==> src/design/scg_pkg.sv <==
// Package for the system clock generation block: offsets, fields, modes
`default_nettype none
package scg_pkg;
	// ----------------------------------------------------------------
	// Register map
	// ----------------------------------------------------------------
	localparam logic [7:0] ADDR_RC_OSC_TUNE   = 8'h96;
	localparam logic [7:0] ADDR_CLOCK_DIVIDE  = 8'h95;
	localparam logic [7:0] ADDR_AUX_FUNC_ONE  = 8'ha2;
	localparam logic [7:0] ADDR_CLOCK_STATUS  = 8'hf0;

	// ----------------------------------------------------------------
	// Field positions
	// ----------------------------------------------------------------
	localparam int BIT_RC_SELECT   = 7;
	localparam int BIT_CLKOUT_EN   = 6;
	localparam int TUNE_MSB        = 5;
	localparam int BIT_LOW_POWER   = 7;

	// ----------------------------------------------------------------
	// Reset values
	// ----------------------------------------------------------------
	localparam logic [5:0] TUNE_FACTORY   = 6'h20;
	localparam logic [7:0] DIVIDE_RESET   = 8'h00;
	localparam logic [7:0] ZERO_BYTE      = 8'h00;

	// ----------------------------------------------------------------
	// Wake-up timing
	// ----------------------------------------------------------------
	localparam int WAKE_XTAL_OSC_CYCLES  = 992;
	localparam int WAKE_OTHER_OSC_CYCLES = 224;
	localparam int WAKE_EXTRA_US         = 100;
	localparam int CLK_MHZ               = 50;
	localparam int WAKE_EXTRA_CYCLES     = WAKE_EXTRA_US * CLK_MHZ;
	localparam int WAKE_CNT_W            = 13;

	// ----------------------------------------------------------------
	// Oscillator source configuration
	// ----------------------------------------------------------------
	typedef enum logic [2:0] {
		SCG_SRC_XTAL_LOW  = 3'h0,
		SCG_SRC_XTAL_MED  = 3'h1,
		SCG_SRC_XTAL_HIGH = 3'h2,
		SCG_SRC_RC        = 3'h3,
		SCG_SRC_WDOG      = 3'h4,
		SCG_SRC_EXT       = 3'h7
	} scg_src_e;

	// Register bus request
	typedef struct packed {
		logic       wr;
		logic       rd;
		logic [7:0] addr;
		logic [7:0] wdata;
	} scg_bus_s;

	// Derived clock enables
	typedef struct packed {
		logic cpu_core_clock;
		logic periph_clock;
		logic machine_cycle;
	} scg_clk_s;
endpackage
`default_nettype wire

==> src/design/scg_top.sv <==
// System clock generation: source select, divider, wake-up and clock out
`default_nettype none
module scg_top (
	input  wire logic            clk,
	input  wire logic            reset,
	input  wire logic            power_on_reset,
	input  wire scg_pkg::scg_src_e osc_config,
	input  wire logic            rtc_uses_crystal,
	input  wire logic            xtal_osc_tick,
	input  wire logic            internal_rc_clock,
	input  wire logic            wdog_osc_tick,
	input  wire logic            crystal_in_pin,
	input  wire logic            port_pin_out,
	input  wire scg_pkg::scg_bus_s bus,
	output logic [7:0]           rdata,
	output scg_pkg::scg_clk_s    clocks,
	output logic                 osc_source_clock,
	output logic [2:0]           xtal_range,
	output logic [5:0]           rc_trim,
	output logic                 low_power_clock_select,
	output logic                 crystal_out_clock_pin,
	output logic                 crystal_out_oe_n,
	output logic                 external_reset_pin_required
);
	import scg_pkg::*;

	// ----------------------------------------------------------------
	// Configuration capture
	// ----------------------------------------------------------------
	scg_src_e   source;
	logic       xtal_mode;
	logic       next_osc_tick;
	logic       cpu_tick;
	logic       wake_ready;
	logic       phase;
	logic       clkout_level;
	logic [7:0] rc_osc_tune;
	logic [7:0] clock_divide_value;
	logic [7:0] aux_function_reg_one;

	// Latched at reset so a flip of the straps mid-run has no effect
	always_ff @(posedge clk) begin
		if (reset || power_on_reset)
			source <= osc_config;
	end

	// Any crystal range counts as crystal in use
	always_comb begin
		xtal_mode = (source == SCG_SRC_XTAL_LOW) || (source == SCG_SRC_XTAL_MED)
		         || (source == SCG_SRC_XTAL_HIGH);
	end

	// Range code handed to the analogue oscillator cell
	always_ff @(posedge clk) begin
		if (reset) begin
			xtal_range <= 3'h0;
		end else begin
			xtal_range[0] <= source == SCG_SRC_XTAL_LOW;
			xtal_range[1] <= source == SCG_SRC_XTAL_MED;
			xtal_range[2] <= source == SCG_SRC_XTAL_HIGH;
		end
	end

	// ----------------------------------------------------------------
	// Oscillator source mux
	// ----------------------------------------------------------------
	// Sources arrive as ticks in the system clock; the watchdog one is
	// never gated, it keeps running for the watchdog itself
	always_comb begin
		case (source)
			SCG_SRC_XTAL_LOW,
			SCG_SRC_XTAL_MED,
			SCG_SRC_XTAL_HIGH: next_osc_tick = xtal_osc_tick;
			SCG_SRC_RC:        next_osc_tick = internal_rc_clock && rc_osc_tune[BIT_RC_SELECT];
			SCG_SRC_WDOG:      next_osc_tick = wdog_osc_tick;
			SCG_SRC_EXT:       next_osc_tick = crystal_in_pin;
			default:           next_osc_tick = internal_rc_clock;
		endcase
	end

	// Registered oscillator tick
	always_ff @(posedge clk) begin
		if (reset)
			osc_source_clock <= 1'b0;
		else
			osc_source_clock <= next_osc_tick;
	end

	// ----------------------------------------------------------------
	// Wake-up and divider
	// ----------------------------------------------------------------
	scg_wake_timer u_wake (
		.clk       (clk),
		.reset     (reset),
		.osc_tick  (osc_source_clock),
		.xtal_mode (xtal_mode),
		.ready     (wake_ready)
	);

	scg_divider u_div (
		.clk                (clk),
		.reset              (reset),
		.osc_tick           (osc_source_clock),
		.run                (wake_ready),
		.clock_divide_value (clock_divide_value),
		.cpu_tick           (cpu_tick)
	);

	// ----------------------------------------------------------------
	// Derived clocks
	// ----------------------------------------------------------------
	// One phase bit serves both machine cycle and peripheral clock
	always_ff @(posedge clk) begin
		if (reset) begin
			phase  <= 1'b0;
			clocks <= '0;
		end else begin
			clocks.cpu_core_clock <= cpu_tick;
			clocks.periph_clock   <= cpu_tick && phase;
			clocks.machine_cycle  <= cpu_tick && phase;
			if (cpu_tick)
				phase <= ~phase;
		end
	end

	// ----------------------------------------------------------------
	// Clock output pin
	// ----------------------------------------------------------------
	// Toggles once per CPU clock, giving half its rate on the pin
	always_ff @(posedge clk) begin
		if (reset)
			clkout_level <= 1'b0;
		else if (cpu_tick)
			clkout_level <= ~clkout_level;
	end

	// Crystal owns the pin when in use; otherwise port or clock out
	always_ff @(posedge clk) begin
		if (reset) begin
			crystal_out_clock_pin <= 1'b0;
			crystal_out_oe_n      <= 1'b1;
		end else if (xtal_mode || rtc_uses_crystal) begin
			crystal_out_clock_pin <= 1'b0;
			crystal_out_oe_n      <= 1'b1;
		end else if (rc_osc_tune[BIT_CLKOUT_EN]) begin
			crystal_out_clock_pin <= clkout_level;
			crystal_out_oe_n      <= 1'b0;
		end else begin
			crystal_out_clock_pin <= port_pin_out;
			crystal_out_oe_n      <= 1'b0;
		end
	end

	// Flag for the reset pin logic; the system must honour it
	always_ff @(posedge clk) begin
		if (reset)
			external_reset_pin_required <= 1'b0;
		else
			external_reset_pin_required <= source == SCG_SRC_EXT;
	end

	// ----------------------------------------------------------------
	// Registers
	// ----------------------------------------------------------------
	// Tune survives warm resets; only power-on reloads the factory value
	always_ff @(posedge clk) begin
		if (power_on_reset)
			rc_osc_tune <= {1'b1, 1'b0, TUNE_FACTORY};
		else if (bus.wr && bus.addr == ADDR_RC_OSC_TUNE)
			rc_osc_tune <= bus.wdata;
	end

	// Divider written any time; the divider follows on its next tick
	always_ff @(posedge clk) begin
		if (reset || power_on_reset)
			clock_divide_value <= DIVIDE_RESET;
		else if (bus.wr && bus.addr == ADDR_CLOCK_DIVIDE)
			clock_divide_value <= bus.wdata;
	end

	// Low-power bit cleared on every reset source
	always_ff @(posedge clk) begin
		if (reset || power_on_reset)
			aux_function_reg_one <= ZERO_BYTE;
		else if (bus.wr && bus.addr == ADDR_AUX_FUNC_ONE)
			aux_function_reg_one <= bus.wdata;
	end

	// Live views of the stored fields
	always_comb begin
		rc_trim                = rc_osc_tune[TUNE_MSB:0];
		low_power_clock_select = aux_function_reg_one[BIT_LOW_POWER];
	end

	// Read data one cycle after the strobe; unmapped reads give zero
	always_ff @(posedge clk) begin
		if (reset) begin
			rdata <= ZERO_BYTE;
		end else if (bus.rd) begin
			case (bus.addr)
				ADDR_RC_OSC_TUNE:  rdata <= rc_osc_tune;
				ADDR_CLOCK_DIVIDE: rdata <= clock_divide_value;
				ADDR_AUX_FUNC_ONE: rdata <= aux_function_reg_one;
				ADDR_CLOCK_STATUS: rdata <= {3'h0, wake_ready, xtal_mode, source};
				default:           rdata <= ZERO_BYTE;
			endcase
		end else begin
			rdata <= ZERO_BYTE;
		end
	end
endmodule
`default_nettype wire

==> src/design/scg_divider.sv <==
// Divider producing CPU clock enables from the oscillator source ticks
`default_nettype none
module scg_divider (
	input  wire logic       clk,
	input  wire logic       reset,
	input  wire logic       osc_tick,
	input  wire logic       run,
	input  wire logic [7:0] clock_divide_value,
	output logic            cpu_tick
);
	import scg_pkg::*;

	logic [8:0] count;
	logic [8:0] limit;

	// Zero passes straight through; N divides by 2N
	always_comb begin
		limit = {clock_divide_value, 1'b0} - 9'h001;
	end

	// Counter compares against the live value so changes apply at once
	always_ff @(posedge clk) begin
		if (reset) begin
			count    <= 9'h000;
			cpu_tick <= 1'b0;
		end else begin
			cpu_tick <= 1'b0;
			if (run && osc_tick) begin
				if (clock_divide_value == DIVIDE_RESET || count >= limit) begin
					count    <= 9'h000;
					cpu_tick <= 1'b1;
				end else begin
					count <= count + 9'h001;
				end
			end
		end
	end
endmodule
`default_nettype wire

==> src/design/scg_wake_timer.sv <==
// Wake-up delay timer: oscillator cycle count then microsecond settle
`default_nettype none
module scg_wake_timer (
	input  wire logic clk,
	input  wire logic reset,
	input  wire logic osc_tick,
	input  wire logic xtal_mode,
	output logic      ready
);
	import scg_pkg::*;

	logic [WAKE_CNT_W-1:0] osc_count;
	logic [WAKE_CNT_W-1:0] us_count;
	logic [WAKE_CNT_W-1:0] osc_target;

	// Crystal needs the long count, others the short one
	always_comb begin
		osc_target = xtal_mode ? WAKE_CNT_W'(WAKE_XTAL_OSC_CYCLES)
		                       : WAKE_CNT_W'(WAKE_OTHER_OSC_CYCLES);
	end

	// Upper settle bound used, so the clock is never released early
	always_ff @(posedge clk) begin
		if (reset) begin
			osc_count <= '0;
			us_count  <= '0;
			ready     <= 1'b0;
		end else if (!ready) begin
			if (osc_count < osc_target) begin
				if (osc_tick)
					osc_count <= osc_count + 1'b1;
			end else if (us_count < WAKE_CNT_W'(WAKE_EXTRA_CYCLES)) begin
				us_count <= us_count + 1'b1;
			end else begin
				ready <= 1'b1;
			end
		end
	end
endmodule
`default_nettype wire

==> config.mk <==
export PLATFORM = sky130hd
export DESIGN_NAME = scg_top
export DESIGN_NICKNAME = d
export VERILOG_FILES = /design/src/design/scg_pkg.sv /design/src/design/scg_top.sv /design/src/design/scg_divider.sv /design/src/design/scg_wake_timer.sv
export SDC_FILE = /design/constraint.sdc
export NUM_CORES = 1
export LEC_CHECK = 0
export BUFFER_PORTS_ARGS = -buffer_cell sky130_fd_sc_hd__buf_2
export CELL_PAD_IN_SITES_DETAIL_PLACEMENT = 1
export CELL_PAD_IN_SITES_GLOBAL_PLACEMENT = 1
export CORE_AREA = 2 2 99 101
export CTS_CLUSTER_DIAMETER = 40
export DETAILED_ROUTE_END_ITERATION = 12
export DIE_AREA = 0 0 101 103
export GPL_ROUTABILITY_DRIVEN = 0
export HOLD_SLACK_MARGIN = 0.1
export PLACE_DENSITY_LB_ADDON = 0.1
export SETUP_SLACK_MARGIN = 0.4
export SLEW_MARGIN = 20
export SYNTH_ARGS = -nofsm -noshare
export SYNTH_HDL_FRONTEND = slang
export SYNTH_SLANG_ARGS = --single-unit
==> constraint.sdc <==
create_clock -name clk -period 3.7 [get_ports clk]
set_clock_uncertainty 0.1 [all_clocks]
set_input_delay 0.74 -clock clk [delete_from_list [all_inputs] [get_ports clk]]
set_output_delay 0.74 -clock clk [all_outputs]
set_load 0.03 [all_outputs]
## Word-level counts from Yosys, hierarchy flattened

Cells that the tools add are included.

- Bits of input ports: 30
- Logic and storage cells: 70
- Flip-flop bits (word level): 83
- Output and inout port bits: 25

- Add/sub/neg operators: 4
- Equal/unequal tests: 9
- $lt $le $gt $ge: 3
- Bitwise gates (word level): 6
- Reductions and logical operators: 19
- Multiplexer cells: 10

Operators by type and width:

| operator | number |
|---|---|
| $eq 8x8->1 const B | 4 |
| $pmux 8 s4 | 1 |
| $add 13x1->13 const B | 2 |
| $lt 13x13->1 | 1 |
| $lt 13x13->1 const B | 1 |
| $mux 10 | 1 |
| $add 9x1->9 const B | 1 |
| $ge 9x9->1 | 1 |
| $mux 9 | 1 |
| $sub 9x1->9 const B | 1 |
| $logic_not 8->1 | 1 |
| $eq 3x2->1 const B | 2 |
| $eq 3x3->1 const B | 2 |
| $logic_and 1x1->1 | 6 |
| $mux 1 | 6 |
| $not 1->1 | 6 |
| $reduce_and 3->1 | 2 |
| $reduce_or 2->1 | 3 |
| $logic_or 1x1->1 | 5 |
| $pmux 1 s4 | 1 |
| $eq 3x1->1 const B | 1 |
| $logic_not 3->1 | 1 |
| $reduce_or 3->1 | 1 |

## Longest topological paths before layout

Gate-level depths: netlist of run 1.

- Word-level depth: 7
- Depth in mapped cells: 10
- Depth with buffers taken out: 10

## By module

Synthesis of run 1 repeated with hierarchy kept, for this count alone.

- Cells, all modules: 424
- Area total of the unflattened synthesis: 4075.2 um^2

Modules (own cells, without submodules):

| module | sequential area each (um^2) | area each (um^2) | instances | cells each |
|---|---|---|---|---|
| scg_top | 950.9 | 1939.4 | 1 | 187 |
| scg_wake_timer | 540.5 | 1333.8 | 1 | 150 |
| scg_divider | 200.2 | 802.0 | 1 | 87 |

## Worst setup path before layout of run 1

No wires, ideal clock.

- Kind: reg-to-reg
- Start point: register source[0]
- End point: register u_wake.us_count[11]
- Required time: 3479 ps
- Library setup time: 121 ps
- Clock period less this slack: 2634 ps
- Arrival time: 2413 ps
- Slack: 1066 ps
- Buffers on the path: 2
- Stages on the path, launching flop included: 11
- Path through: edfxtp_1 clkbuf_1 a21oi_1 inv_1 ha_1 a41o_1 a21oi_1 or2_1 buf_6 nor4_1 mux2_2

- Longest elaborated chain between the ends: 7
- Elaborated cells on any way between the ends: 9
- Classes of those cells: order compare (1); eq/ne (2); mux (1); bitwise (1); reduce/logical (4)

Ends and longest elaborated chain:

| item | line | source |
|---|---|---|
| start, declared | scg_top.sv:30 | `scg_src_e source;` |
| start signal, assigned | scg_top.sv:44 | `source <= osc_config;` |
| $eq 3x1->1 or $logic_not 3->1 (tied branches) | scg_top.sv:49 | `xtal_mode = (source == SCG_SRC_XTAL_LOW) \|\| (source == SCG_SRC_XTAL_MED)` |
| $logic_or 1x1->1 | scg_top.sv:49 |  |
| $logic_or 1x1->1 * | scg_top.sv:50 | `\|\| (source == SCG_SRC_XTAL_HIGH);` |
| $mux 10 * | scg_wake_timer.sv:18 | `osc_target = xtal_mode ? WAKE_CNT_W'(WAKE_XTAL_OSC_CYCLES)` |
| $lt 13x13->1 * | scg_wake_timer.sv:29 | `if (osc_count < osc_target) begin` |
| $not 1->1 (no source line) * | -- |  |
| $reduce_and 3->1 (no source line) * | -- |  |
| end signal, assigned | scg_wake_timer.sv:33 | `us_count <= us_count + 1'b1;` |
| end, declared | scg_wake_timer.sv:13 | `logic [WAKE_CNT_W-1:0] us_count;` |

Mark *: on every way between the ends. The rest lies on a longest branch, timed or not.
A chain may end at the register's enable or synchronous reset.

## Worst setup path in the final report of run 1

Ends and elaborated chain as after synthesis.

==> results summary, run 1 <==
The initial antenna violation count came out at 0. The sum of net half-perimeters after detailed placement came out at 6897 µm. The arrival time of the worst setup path is 3220 ps. The die covers around 10,000 µm². The sum of routed wire length over all layers is 9428 µm. Global routing consumed, over all layers together, 18.60% of the routing resources.

TritonCTS created 9 clock buffers. The number of hold buffers added after CTS was 0. Setup repair after global routing left no endpoint under its margin. The type of element capturing the critical path is a flip-flop. IR analysis of the VDD net gives a maximum drop of 157.6 µV. Setup violations remaining at the end of the flow were counted as 0.

The most numerous cell type found on the critical path is sky130_fd_sc_hd__a21oi_1. The required time of the critical path is 3840 ps. The fraction of final layout cells with drive strength greater than 1 is approximately 17%.

The maximum fanout encountered on the critical timing path is 10. The number of antenna repair diodes is 0. The distinct cell type count of the synthesized netlist came out at 47. For met3 alone, demand over resource in global routing was 2.576%. The count of non-filler cells in the finished layout is 587. The number of post-CTS setup repair buffers is 0.

The signal on the critical path passes through a21oi_1, inv_1, ha_1, a41o_1, a21oi_1, or2_1, nor4_1, mux2_2. The met1 capacity usage during global routing is 24.01%. The yosys synthesis warning count came out at 0. The number of buffers and inverters on the critical path is 1.

The first-pass detailed-route iteration total came out at 6. The fraction of met2 tracks used by global routing is 31.85%. Gates resized during post-CTS repair numbered 0.

The max capacitance violation total came out at 0. The share of the clock period used by the worst path is 83.25%. The count of endpoints failing hold in the final timing report was 0. The startpoint kind of the worst setup timing path is a flip-flop.

Buffers placed on the I/O ports in this run total 54. Counting every net in the synthesized netlist gives 470. For this configuration, the core starts out at a cell density of 41.04%. The maximum clock path buffer count came out at 2. The TritonCTS sink count is 83.

The cell count after synthesis came out at 425. The share of async-settable or async-resettable flops after synthesis came out at 0%. The detail route stage leaves a number of antenna-violating nets equal to 0. Fill cells in the final layout number 1,119. Entering global routing, the biggest net connects 31 pins.

The total via count after detailed routing came out at 3,163. The critical path in this run is classified as flip-flop to flip-flop. The floorplan row count is 36. The post-synthesis to final-layout area growth came out at 12.89%. The max-slew headroom at the worst pin is 45.47%. The number of design rule violations left after detail routing came out at 0. The final-layout worst hold slack came out at roughly 370 ps.

For this block, the initial DRC count from the detailed router was 80. The min-delay analysis places its worst path in the category flip-flop to flip-flop. TritonCTS built the clock tree. The endpoint with the worst hold slack is u_wake.osc_count[11]. The leakage power total came out at 0.001874 µW.

The maximum clock rate is 324.7 MHz. For this run, the leading register cell type out of synthesis is sky130_fd_sc_hd__dfxtp_1. From bottom edge to top edge, the die measures 103 µm. The width of the chip is around 100 µm. The post-CTS clock slew at the launch and capture registers of the worst setup and hold paths is ~100 ps. The post-synthesis sequential element count is 83. The worst register-to-register path begins at source[0].

The average vias per placed instance came out at 5.388. In this run, placement finished with an instance count of 571. The number of global-route vias before repair is ~3,100. The post-synthesis average cell area came out at 9.135 µm². At the pin with the least slew margin, the transition time is 813.0 ps. The count of boundary I/O pins is 55.

The minimum clock period is about 3000 ps. The length in cells of the worst reg-to-reg path is 8. The average wire per standard cell is 16.06 µm. The endpoint identified for the worst register-to-register timing path is u_wake.us_count[11]. The global routing's busiest layer is met2. The overall overflow remaining after global route is 0. In this run the clock root is driven by a sky130_fd_sc_hd__clkbuf_8.

The final number of max-transition violations was 0. The H-tree was split into 3 levels. The cell with the biggest individual delay on the critical path is sky130_fd_sc_hd__edfxtp_1. The synthesized design contains 3 enable-type register cells. For this run, the slowest stage of the critical path takes 540 ps. The sequential share of the synthesized area came out at between 40 and 50%. The cell area after synthesis is between 3000 and 4000 µm².

The largest delay contributor family on the critical path is simple AND/OR/NAND/NOR gates. The startpoint identified for the worst hold timing path is u_wake.osc_count[11]. The setup TNS is 0 ps. Along the worst hold path, the cell count comes to 1.

The floorplan step defined a core boundary enclosing 9459 µm². The run finished with clean final reports. After the last flow step, the layout net total stands at 513. The post-route cell area is between 4000 and 5000 µm². The first global-routing pass estimated 15,080 µm of wire. The placed instances occupy a cell area of 4178 µm².

The worst-skew pair later-pin latency came out at 360 ps. In this run the power density over the cells is 385.6 nW/µm². The reg-to-reg setup timing slack is just over 600 ps.
routing by layer:
| layer | vias up | wire length (µm) |
|---|---|---|
| li1 | 1579 | - |
| met3 | 13 | 213 |
| met5 | - | 0 |
| met1 | 1529 | 4501 |
| met2 | 42 | 4586 |
| met4 | 0 | 126 |
Yosys cell counts, types with 2 or more instances:
master                     count  area share [%]
sky130_fd_sc_hd__or2_2         3            0.48
sky130_fd_sc_hd__nand3_1      13             1.7
sky130_fd_sc_hd__nor4b_1       3            0.68
sky130_fd_sc_hd__nor4_1        5            0.81
sky130_fd_sc_hd__or4_1         4            0.77
sky130_fd_sc_hd__and2_1        4            0.64
sky130_fd_sc_hd__nor2b_1      11             1.8
sky130_fd_sc_hd__and3_1        2            0.32
sky130_fd_sc_hd__a211o_1       2            0.45
sky130_fd_sc_hd__o211ai_1      3            0.58
sky130_fd_sc_hd__a21oi_1      18             2.3
sky130_fd_sc_hd__buf_6         2            0.58
sky130_fd_sc_hd__inv_1        10            0.97
sky130_fd_sc_hd__o21bai_1      2            0.39
sky130_fd_sc_hd__mux2i_1      25             6.4
sky130_fd_sc_hd__nand3b_1      4            0.77
sky130_fd_sc_hd__o22ai_1       2            0.32
sky130_fd_sc_hd__buf_4         7             1.4
sky130_fd_sc_hd__o21a_1        2            0.39
sky130_fd_sc_hd__nand4_1      10             1.6
sky130_fd_sc_hd__xor2_1       16             3.6
sky130_fd_sc_hd__nand2_1      24             2.3
sky130_fd_sc_hd__edfxtp_1      3             2.3
sky130_fd_sc_hd__o22a_1        5             1.1
sky130_fd_sc_hd__a211oi_1      6             1.2
sky130_fd_sc_hd__mux2_2        4             1.2
sky130_fd_sc_hd__dfxtp_1      80              41
sky130_fd_sc_hd__or3_1         2            0.32
sky130_fd_sc_hd__nand2b_1      2            0.32
sky130_fd_sc_hd__clkbuf_1     14             1.4
sky130_fd_sc_hd__nor2_1       74             7.2
sky130_fd_sc_hd__nor3b_1       7             1.4
sky130_fd_sc_hd__xnor2_1      11             2.5
sky130_fd_sc_hd__o31ai_1       3            0.58
sky130_fd_sc_hd__nor3_1        4            0.52
sky130_fd_sc_hd__a22oi_1      13             2.5
sky130_fd_sc_hd__ha_1         15             4.8
how the worst max path moves through the flow:
stage	endpoint	slack, ps	depth (start not counted)	startpoint
floorplan	u_wake.us_count[11]	1070	10	source[0]
global placement	u_wake.osc_count[9]	880	8	source[0]
detailed placement	u_wake.osc_count[7]	660	8	source[0]
CTS	u_wake.us_count[11]	640	8	source[0]
global route	u_wake.us_count[11]	400	8	source[0]
finish	u_wake.us_count[11]	620	8	source[0]
final cells by class:
type | instances | area (µm²) | area share [%]
flip-flops and latches | 83 | 1692 | 38.60
repair buffers | 56 | 285.3 | 6.509
multi-input cells | 308 | 2026 | 46.22
inverters | 10 | 37.54 | 0.8564
clock inverters | 7 | 76.32 | 1.741
clock buffers | 9 | 123.9 | 2.826
well taps | 114 | 142.6 | 3.254
through the flow:
| step | utilization [%] | setup WS (ps) | total power, µW |
|---|---|---|---|
| 2_1_floorplan | - | 1066 | 993.6 |
| 3_3_place_gp | 44.17 | 881.9 | 1032 |
| 3_5_place_dp | 44.17 | 664.9 | 1034 |
| 4_1_cts | 46.28 | 635.1 | 1707 |
| 5_1_grt | 46.34 | 398.7 | 1758 |
| 6_report | 46.34 | 619.9 | 1690 |
layout by cell type, fill, tap and decap left out, drive strengths merged, types with 2 or more instances in the layout:
cell      count
a211o         2
a211oi        6
a21oi        18
a22oi        13
and2          4
and3          3
buf          56
clkbuf        9
clkinv        2
clkinvlp      2
dfxtp        80
edfxtp        3
ha           15
inv          12
mux2          4
mux2i        25
nand2        24
nand2b        2
nand3        13
nand3b        4
nand4        10
nor2         74
nor2b        11
nor3          4
nor3b         7
nor4          5
nor4b         3
o211ai        3
o21a          2
o21bai        2
o22a          5
o22ai         2
o31ai         3
or2           4
or3           2
or4           5
xnor2        11
xor2         16
sequential cells by signal, summed over array words and instances (netlist names):
name / flops
aux_function_reg_one: 8
u_wake.ready: 1
crystal_out_clock_pin: 1
rdata: 8
external_reset_pin_required: 1
u_div.cpu_tick: 1
osc_source_clock: 1
rc_osc_tune: 8
crystal_out_oe_n: 1
u_div.count: 9
clocks: 2
clkout_level: 1
clock_divide_value: 8
xtal_range: 3
source: 3
phase: 1
u_wake.osc_count: 13
u_wake.us_count: 13
kinds of logic after synthesis:
family          count (synthesis)  synth area share [%]
xor+xnor                       27                 6.091
buf+inv                        34                 4.383
fa+ha+maj                      15                 4.834
compound gates                 61                 11.05
flops                          83                 43.57
mux                            29                 7.605
simple gates                  176                 22.46
where the power goes:
part	total (µW)	internal, µW	switching (µW)
sequential	920	908	11.9
clock	677	317	360
combinational	94.0	34.4	59.7
total	1690	1260	431
Note: power is estimated with default switching activity, not from simulation.
==> run 2, diff against run 1 <==
- clock period: 3.7 -> 2.94 ns (I/O delays scaled with it)
==> run 2 against run 1 <==
Against the previous run: sequential power is 25% higher; first-iteration DRC count down 45%; highest routed layer unchanged; combinational power increased by 50%; critical endpoint is now u_wake.us_count[9]; final area is 3.3% higher; die area unchanged; largest cell class unchanged; non-clock buffer count rose by 13; critical path depth rose by 1.
==> results summary, run 2 (same netlist as run 1, synthesis figures left out) <==
The critical path's largest stage delay came out at 420 ps. The placeable core region came out at 9459 µm². The average wire per standard cell came out at 16.16 µm.

The flow ran to the end, and the final reports show no timing, DRC or antenna violations. The die extent in y is between 100 and 150 µm. The arrival time of the worst setup path is 2570 ps. The number of levels in the clock H-tree came out at 3. Registers take 1692 µm². In the final layout, the registers with the most flip-flops are u_wake.osc_count: 13 flops, u_wake.us_count: 13 flops, u_div.count: 9 flops.

The critical path goes through a21oi_2, inv_1, ha_1, a41o_1, a21oi_1, buf_4, or2_4, nor4_4, mux2_4. The reg-to-reg setup timing slack is between 500 and 600 ps. Dividing the final minimum period by the clock period gives roughly 83%. The overall overflow remaining after global route came out at 0. The total area of multi-input combinational cells is 2112 µm². The worst setup path is launched from a flip-flop. The post-placement cell count is roughly 580. Data on the critical path is required at its endpoint by 3080 ps. The placement-stage worst setup slack came out at 218.5 ps. Buffers placed on the I/O ports in this run total 54. The width of the chip is 101 µm. The minimum setup slack in the final design came out at 507.2 ps. The maximum clock rate is 411.0 MHz. The final number of max-transition violations came out at 0. The CTS root buffer is sky130_fd_sc_hd__clkbuf_8. The number of antenna repair diodes came out at 0.

The cell with the biggest individual delay on the critical path is sky130_fd_sc_hd__edfxtp_1. Setup repair after global routing left no endpoint under its margin. In the routed design, unresolved DRC markers number 0. The worst-case vdd ir drop is 195.7 µV. The fraction of final layout cells with drive strength greater than 1 came out at 20.94%. The length in cells of the worst reg-to-reg path is 9. The worst hold path stage count is 1. In this run the worst hold path is classified as input pin to flip-flop. The worst-skew pair later-pin latency came out at 350 ps.

The slew at the pin closest to its max-slew limit came out at 635.0 ps. The post-synthesis to final-layout area growth is 16.66%. The detail route stage leaves a number of antenna-violating nets equal to 0.

The CTS buffer count came out at 9. The count of non-filler cells in the finished layout is about 600. The minimum clock period is 2433 ps. The number of nets in the layout came out at 527. The count of boundary I/O pins came out at between 50 and 60. The TritonCTS sink count is 83. The max capacitance violation total came out at 0. The maximum fanout encountered on the critical timing path is 7.

The max-slew headroom at the worst pin came out at 57.67%. The total via count after detailed routing came out at 3,177. The type of the worst setup path is flip-flop to flip-flop. The setup TNS came out at 0 ps. The count of endpoints failing hold in the final timing report came out at 0. The critical hold path startpoint is osc_config[1].

The starting utilization of the core area came out at about two fifths. TritonCTS built the clock tree. The floorplan row count is 36.

The violation count after the first detailed-route iteration came out at 44. The number of global-route vias before repair is 3,079. Entering global routing, the biggest net connects 28 pins. The first-pass detailed-route iteration total is 4. The global-route usage over all layers came out at 18.96%.

In this run the critical register-to-register path is captured at u_wake.us_count[9]. The final-report setup violation count came out at 0. The top cell types in the final layout, fill and taps aside, are 80 x sky130_fd_sc_hd__dfxtp_1, 74 x sky130_fd_sc_hd__nor2_1, 54 x sky130_fd_sc_hd__buf_2, 25 x sky130_fd_sc_hd__mux2i_1, 24 x sky130_fd_sc_hd__nand2_1. Counting along the longest clock path gives a buffer depth of 2. For this design the ratio of total power to cell area is 441.9 nW/µm². The global-route wire length before repair came out at roughly 15,000 µm. The post-CTS clock slew at the launch and capture registers of the worst setup and hold paths is 80 ps. The HPWL after detailed placement is 7037 µm. The sum of routed wire length over all layers came out at 9715 µm. The floorplan step defined a die boundary enclosing 10,400 µm².

STA classifies the critical path endpoint as a flip-flop. The final core utilization is between 40% and 50%. The initial antenna violation count came out at 0. The library cell used most frequently in the layout, excluding fill and tap cells, is sky130_fd_sc_hd__dfxtp_1. The average vias per placed instance came out at 5.286. The number of fillers in the final layout is 1,095. Hold timing on the final database bottoms out at a slack of about 310 ps. The analysis attributes to cell leakage a power of 0.001959 µW.

The critical path starts at source[1]. The endpoint with the worst hold slack is source[1]. The worst register-to-register path begins at source[1].
[run 2: metrics by stage]
step           power (µW)  area (µm²)
6_report             2001        4529
5_1_grt              2092        4529
4_1_cts              2032        4458
3_5_place_dp         1316        4270
3_3_place_gp         1314        4270
2_1_floorplan        1253        3897
[run 2: cell type report]
cell class,count,share of cell area (%)
Tap cell,114,3.149
Clock inverter,5,0.6906
Timing Repair Buffer,69,8.453
Multi-Input combinational cell,309,46.63
Sequential cell,83,37.35
Inverter,10,0.8287
Clock buffer,11,2.901
[run 2: worst max-delay path by stage]
stage                         endpoint  slack, ps  cells after the start
floorplan           u_wake.us_count[9]        410                     10
global placement        u_div.count[6]        330                      8
detailed placement      u_div.count[6]        220                      8
CTS                 u_wake.us_count[9]        410                      9
global route            u_div.count[4]        380                      8
finish              u_wake.us_count[9]        510                      9
[run 2: layer usage]
layer / vias to the layer above / part of all wire (%) / global-route usage [%]
li1: 1603 / - / -
met1: 1525 / 47 / 24.35
met2: 40 / 49 / 32.10
met3: 9 / 2.5 / 4.000
met4: 0 / 1.1 / 5.925
met5: - / 0 / 0
[run 2: what timing repair did]
action,CTS,global route
hold buffers,0,0
gates cloned,0,1
pin swaps,1,5
resized for setup,5,7
setup buffers,0,2
endpoints found under the setup margin,10,13
[run 2: report_power, final]
part           leakage, µW  internal (µW)  switching, µW
combinational      0.00120           56.1           84.9
sequential        0.000676           1140           8.49
clock            0.0000831            305            405
total              0.00196           1500            499
[run 2: critical path: cells and delay by family (launching register included)]
family	cells	cell delay, ps
compound gates	3	430
fa+ha+maj	1	270
mux	1	320
buf+inv	2	230
simple gates	2	540
flops	1	420
==> run 3, diff against run 2 <==
- ABC_AREA: default -> 1
- CORE_AREA: 2 2 99 101 -> 2 2 103 105
- DIE_AREA: 0 0 101 103 -> 0 0 105 107
- clock period: 2.94 -> 2.4 ns (I/O delays scaled with it)
==> run 3 against run 2 <==
Against the previous run: sequential power is 23% higher; global-route usage is 2.7 points higher; die area is 8.0% higher; maximum frequency is 13% higher; non-clock buffer count is 2 higher; worst setup slack worse by 250 ps; power is 35% higher; clock power is 54% higher; count of clock-buffer cells in the layout stayed put; largest cell class unchanged.
==> results summary, run 3 <==
The number of buffers inserted by hold repair at cts came out at 0. Counting flops with a built-in enable in the synthesized netlist gives 3. Leaving out filler cells and counting taps, the final layout contains 784. The leakage power total is around 0.0021 µW. In the routed layout, each cell is associated on average with a via count of 5.110. After synthesis, the cell types taking the most area are sky130_fd_sc_hd__dfxtp_1 38%, sky130_fd_sc_hd__nand2_1 11%, sky130_fd_sc_hd__nor2_1 6.6%, sky130_fd_sc_hd__inv_1 5.5%, sky130_fd_sc_hd__nand3_1 5.1%.

The number of standard cells after synthesis is 576. The final-report setup violation count came out at 0. Counting the fill cells in the layout gives 1,321. The worst-case vdd ir drop came out at 245.9 µV.

The average wire per standard cell came out at 15.17 µm. The first global-routing pass estimated between 15,000 and 20,000 µm of wire. The post-placement cell count is 752.

The TritonCTS clock tree is done. In the synthesized netlist the async set-or-reset flop fraction comes to 0%. The maximum clock path buffer count is 2.

The library cell used most frequently in the layout, excluding fill and tap cells, is sky130_fd_sc_hd__nand2_1. The total via count after detailed routing is between 4,000 and 5,000. The post-synth net total is 621. For this block, the initial DRC count from the detailed router was 126. Entering global routing, the biggest net connects 30 pins. Setup repair after global routing could not meet its margin everywhere. The floorplan row count is 37. The total area of multi-input combinational cells came out at 2399 µm². The most used flip-flop cell after synthesis is sky130_fd_sc_hd__dfxtp_1.

For this run, design rule violations remaining after detail routing come to 0. The width of the chip came out at between 100 and 150 µm. The worst hold path stage count is 1. The cell area after synthesis came out at 4187 µm². The biggest area contributor in the post-synthesis netlist is sky130_fd_sc_hd__dfxtp_1. The TritonCTS sink count came out at 83. The number of cells on the worst reg-to-reg path is 12. The arrival time of the worst setup path is 2360 ps. The worst setup path is captured at a flip-flop. For this block, the routed nets add up to 11,890 µm of wire. The post-route netlist has 26.39% of its cells at a drive strength greater than 1. By startpoint and endpoint, the worst setup path is classified as flip-flop to flip-flop. The sequential cell fraction of total power came out at between 50% and 60%. The sum of net half-perimeters after detailed placement is 8598 µm. The tightest hold path in the finished design has a slack of 189.2 ps. The die covers 11,240 µm². The startpoint of the most critical register-to-register path is clock_divide_value[0]. The worst setup path is launched from a flip-flop. In this run the power spent charging and discharging nets is ~690 µW.

The count of endpoints failing hold in the final timing report was 0. The final number of max-transition violations came out at 0. The number of antenna-violating nets in the routed design is 0. The number of antenna repair diodes came out at 0.

The distinct cell type count of the synthesized netlist is 36. The run finished with clean final reports. The setup TNS came out at 0 ps. The post-synthesis sequential element count is 83. Yosys instantiated no cell more often than sky130_fd_sc_hd__nand2_1.

The internal power came out at 2021 µW. The worst-skew pair later-pin latency is 380 ps. The register area is between 1500 and 2000 µm². The placement-stage worst setup slack came out at 114.4 ps. The final critical path takes up between 80% and 90% of the cycle. The share of the synthesized area in the top cell type is between 30% and 40%. In this run the clock root is driven by a sky130_fd_sc_hd__clkbuf_8.

The share of total power dissipated in combinational logic is 7.8%. For this run, the number of Yosys warnings is 0. After synthesis, the most frequently instantiated cells are 123 x sky130_fd_sc_hd__nand2_1, 80 x sky130_fd_sc_hd__dfxtp_1, 74 x sky130_fd_sc_hd__nor2_1, 61 x sky130_fd_sc_hd__inv_1, 43 x sky130_fd_sc_hd__nand3_1. In the layout the commonest cells are 111 x sky130_fd_sc_hd__nand2_1, 77 x sky130_fd_sc_hd__dfxtp_1, 68 x sky130_fd_sc_hd__nor2_1, 56 x sky130_fd_sc_hd__inv_1, 54 x sky130_fd_sc_hd__buf_2. Headroom to the max-slew limit came out at 49.48%. In the final layout, the registers with the most flip-flops are u_wake.osc_count: 13 flops, u_wake.us_count: 13 flops, u_div.count: 9 flops. The destination of the worst register-to-register timing path is u_div.count[8]. The post-CTS clock slew at the launch and capture registers of the worst setup and hold paths came out at ~80 ps. The share of total power consumed by net switching came out at about a quarter. The overall overflow remaining after global route is 0. The number of nets in the layout is 688.

The slew at the pin closest to its max-slew limit is 757.8 ps. Buffers placed on the I/O ports in this run total 54. The post-synthesis average cell area is 7.268 µm². The power per standard cell area is approximately 520 nW/µm². During I/O placement, the number of pins put on the boundary was 55. The worst hold path belongs to the class input pin to flip-flop. The maximum fanout encountered on the critical timing path is 5. The reg-to-reg setup timing slack is 260 ps.

The max capacitance violation total came out at 0. The first-pass detailed-route iteration total is 4. Summing the sequential cell areas from Yosys gives roughly two fifths of the chip area. The initial utilization of the core area, before any placement, comes to about two fifths. The total area inside the core boundary comes to 10,090 µm². The relative contribution of the clock network to total power is 40.1%. In this run the most critical hold path is launched from osc_config[0]. The minimum setup slack in the final design came out at roughly 260 ps. The number of global-route vias before repair came to between 4,000 and 5,000. The die extent in y is 107 µm. Global routing consumed, over all layers together, 21.63% of the routing resources. The initial antenna violation count is 0. The CTS buffer count is 9. The minimum clock period is 2145 ps. The maximum clock rate came out at 466.3 MHz.

Compared with the post-synthesis result, the final layout area differs by 23.52%. The required time of the critical path is about 2600 ps. The clock tree synthesis step divided the H-tree into 3 levels. For hold timing, the worst endpoint is source[0].
==> run 3: cell types whose count changed after synthesis, sizes merged, moves of 6 or more <==
cell,delta
a21oi,+25
o21ai,+32
clkbuf,-11
mux2i,-24
nor2,+7
nand3,+31
nor2b,-11
nor3b,-7
inv,+58
nor3,+6
a22oi,-13
nand2,+105
==> run 3: cell type report <==
class / instances / area share, %
Timing Repair Buffer: 71 / 8.202
Clock buffer: 11 / 2.928
Timing Repair inverter: 1 / 0.09678
Sequential cell: 83 / 32.83
Multi-Input combinational cell: 408 / 46.38
Clock inverter: 5 / 1.161
Inverter: 69 / 5.105
Tap cell: 136 / 3.291
==> run 3: how the worst max path moves through the flow <==
stage	to	cells after the start	slack, ps	startpoint
CTS	u_div.count[2]	12	280	clock_divide_value[0]
global placement	u_wake.osc_count[5]	13	200	source[0]
floorplan	u_div.count[8]	12	400	clock_divide_value[0]
global route	u_div.count[5]	12	90	clock_divide_value[0]
finish	u_div.count[8]	12	260	clock_divide_value[0]
detailed placement	u_wake.osc_count[6]	12	110	source[0]
==> run 3: kinds of logic (layout without fill, tap and decap cells) <==
family | Yosys count | after routing | share of synthesized area [%]
AND/OR/NAND/NOR | 280 | 282 | 29.47
buffers and inverters | 87 | 157 | 9.205
AO/OA/AOI/OAI | 85 | 85 | 10.97
flip-flops | 83 | 83 | 40.41
XOR/XNOR | 25 | 25 | 5.230
adder cells (fa/ha/maj) | 15 | 15 | 4.483
multiplexers | 1 | 1 | 0.2391
==> run 3: worst max-delay path: stages, from the launching register on <==
cell and delay (ps):
sky130_fd_sc_hd__dfxtp_4 370, sky130_fd_sc_hd__nor3_4 210, sky130_fd_sc_hd__nand3_2 120, sky130_fd_sc_hd__nor3_2 140, sky130_fd_sc_hd__xnor2_1 140, sky130_fd_sc_hd__ha_1 270, sky130_fd_sc_hd__nand2_2 110, sky130_fd_sc_hd__inv_2 40
sky130_fd_sc_hd__a21oi_2 110, sky130_fd_sc_hd__nand4_1 140, sky130_fd_sc_hd__nand2_2 140, sky130_fd_sc_hd__nand2_4 90, sky130_fd_sc_hd__nor2_4 110
==> run 3: repair_timing <==
action                     in CTS  in global routing
gates resized for setup        29                 51
pin swaps                      10                 21
setup endpoints to repair      35                 34
setup buffers                   8                  5
gates cloned                    2                  1
==> run 3: per-stage QoR <==
step	util, %	cell area [µm²]	total power, µW
global placement	44.97	4538	1595
CTS	48.81	4926	2698
detailed placement	44.97	4538	1601
floorplan	-	4194	1530
finish	51.24	5171	2707
global route	51.24	5171	2807
==> run 3: layer usage <==
metal,share of wire (%),up-vias,GRT usage [%]
li1,-,1996,-
met1,45,1936,26.51
met2,51,58,38.03
met3,2.5,16,3.526
met4,1.8,0,8.381
met5,0,-,0
==> run 3: power by group through the flow <==
stage / logic, µW / clock network, µW / registers (µW)
2_1_floorplan: 76.5 / 0 / 1450
3_3_place_gp: 152 / 0 / 1440
3_5_place_dp: 157 / 0 / 1440
4_1_cts: 184 / 1100 / 1410
5_1_grt: 231 / 1160 / 1410
6_report: 210 / 1090 / 1410
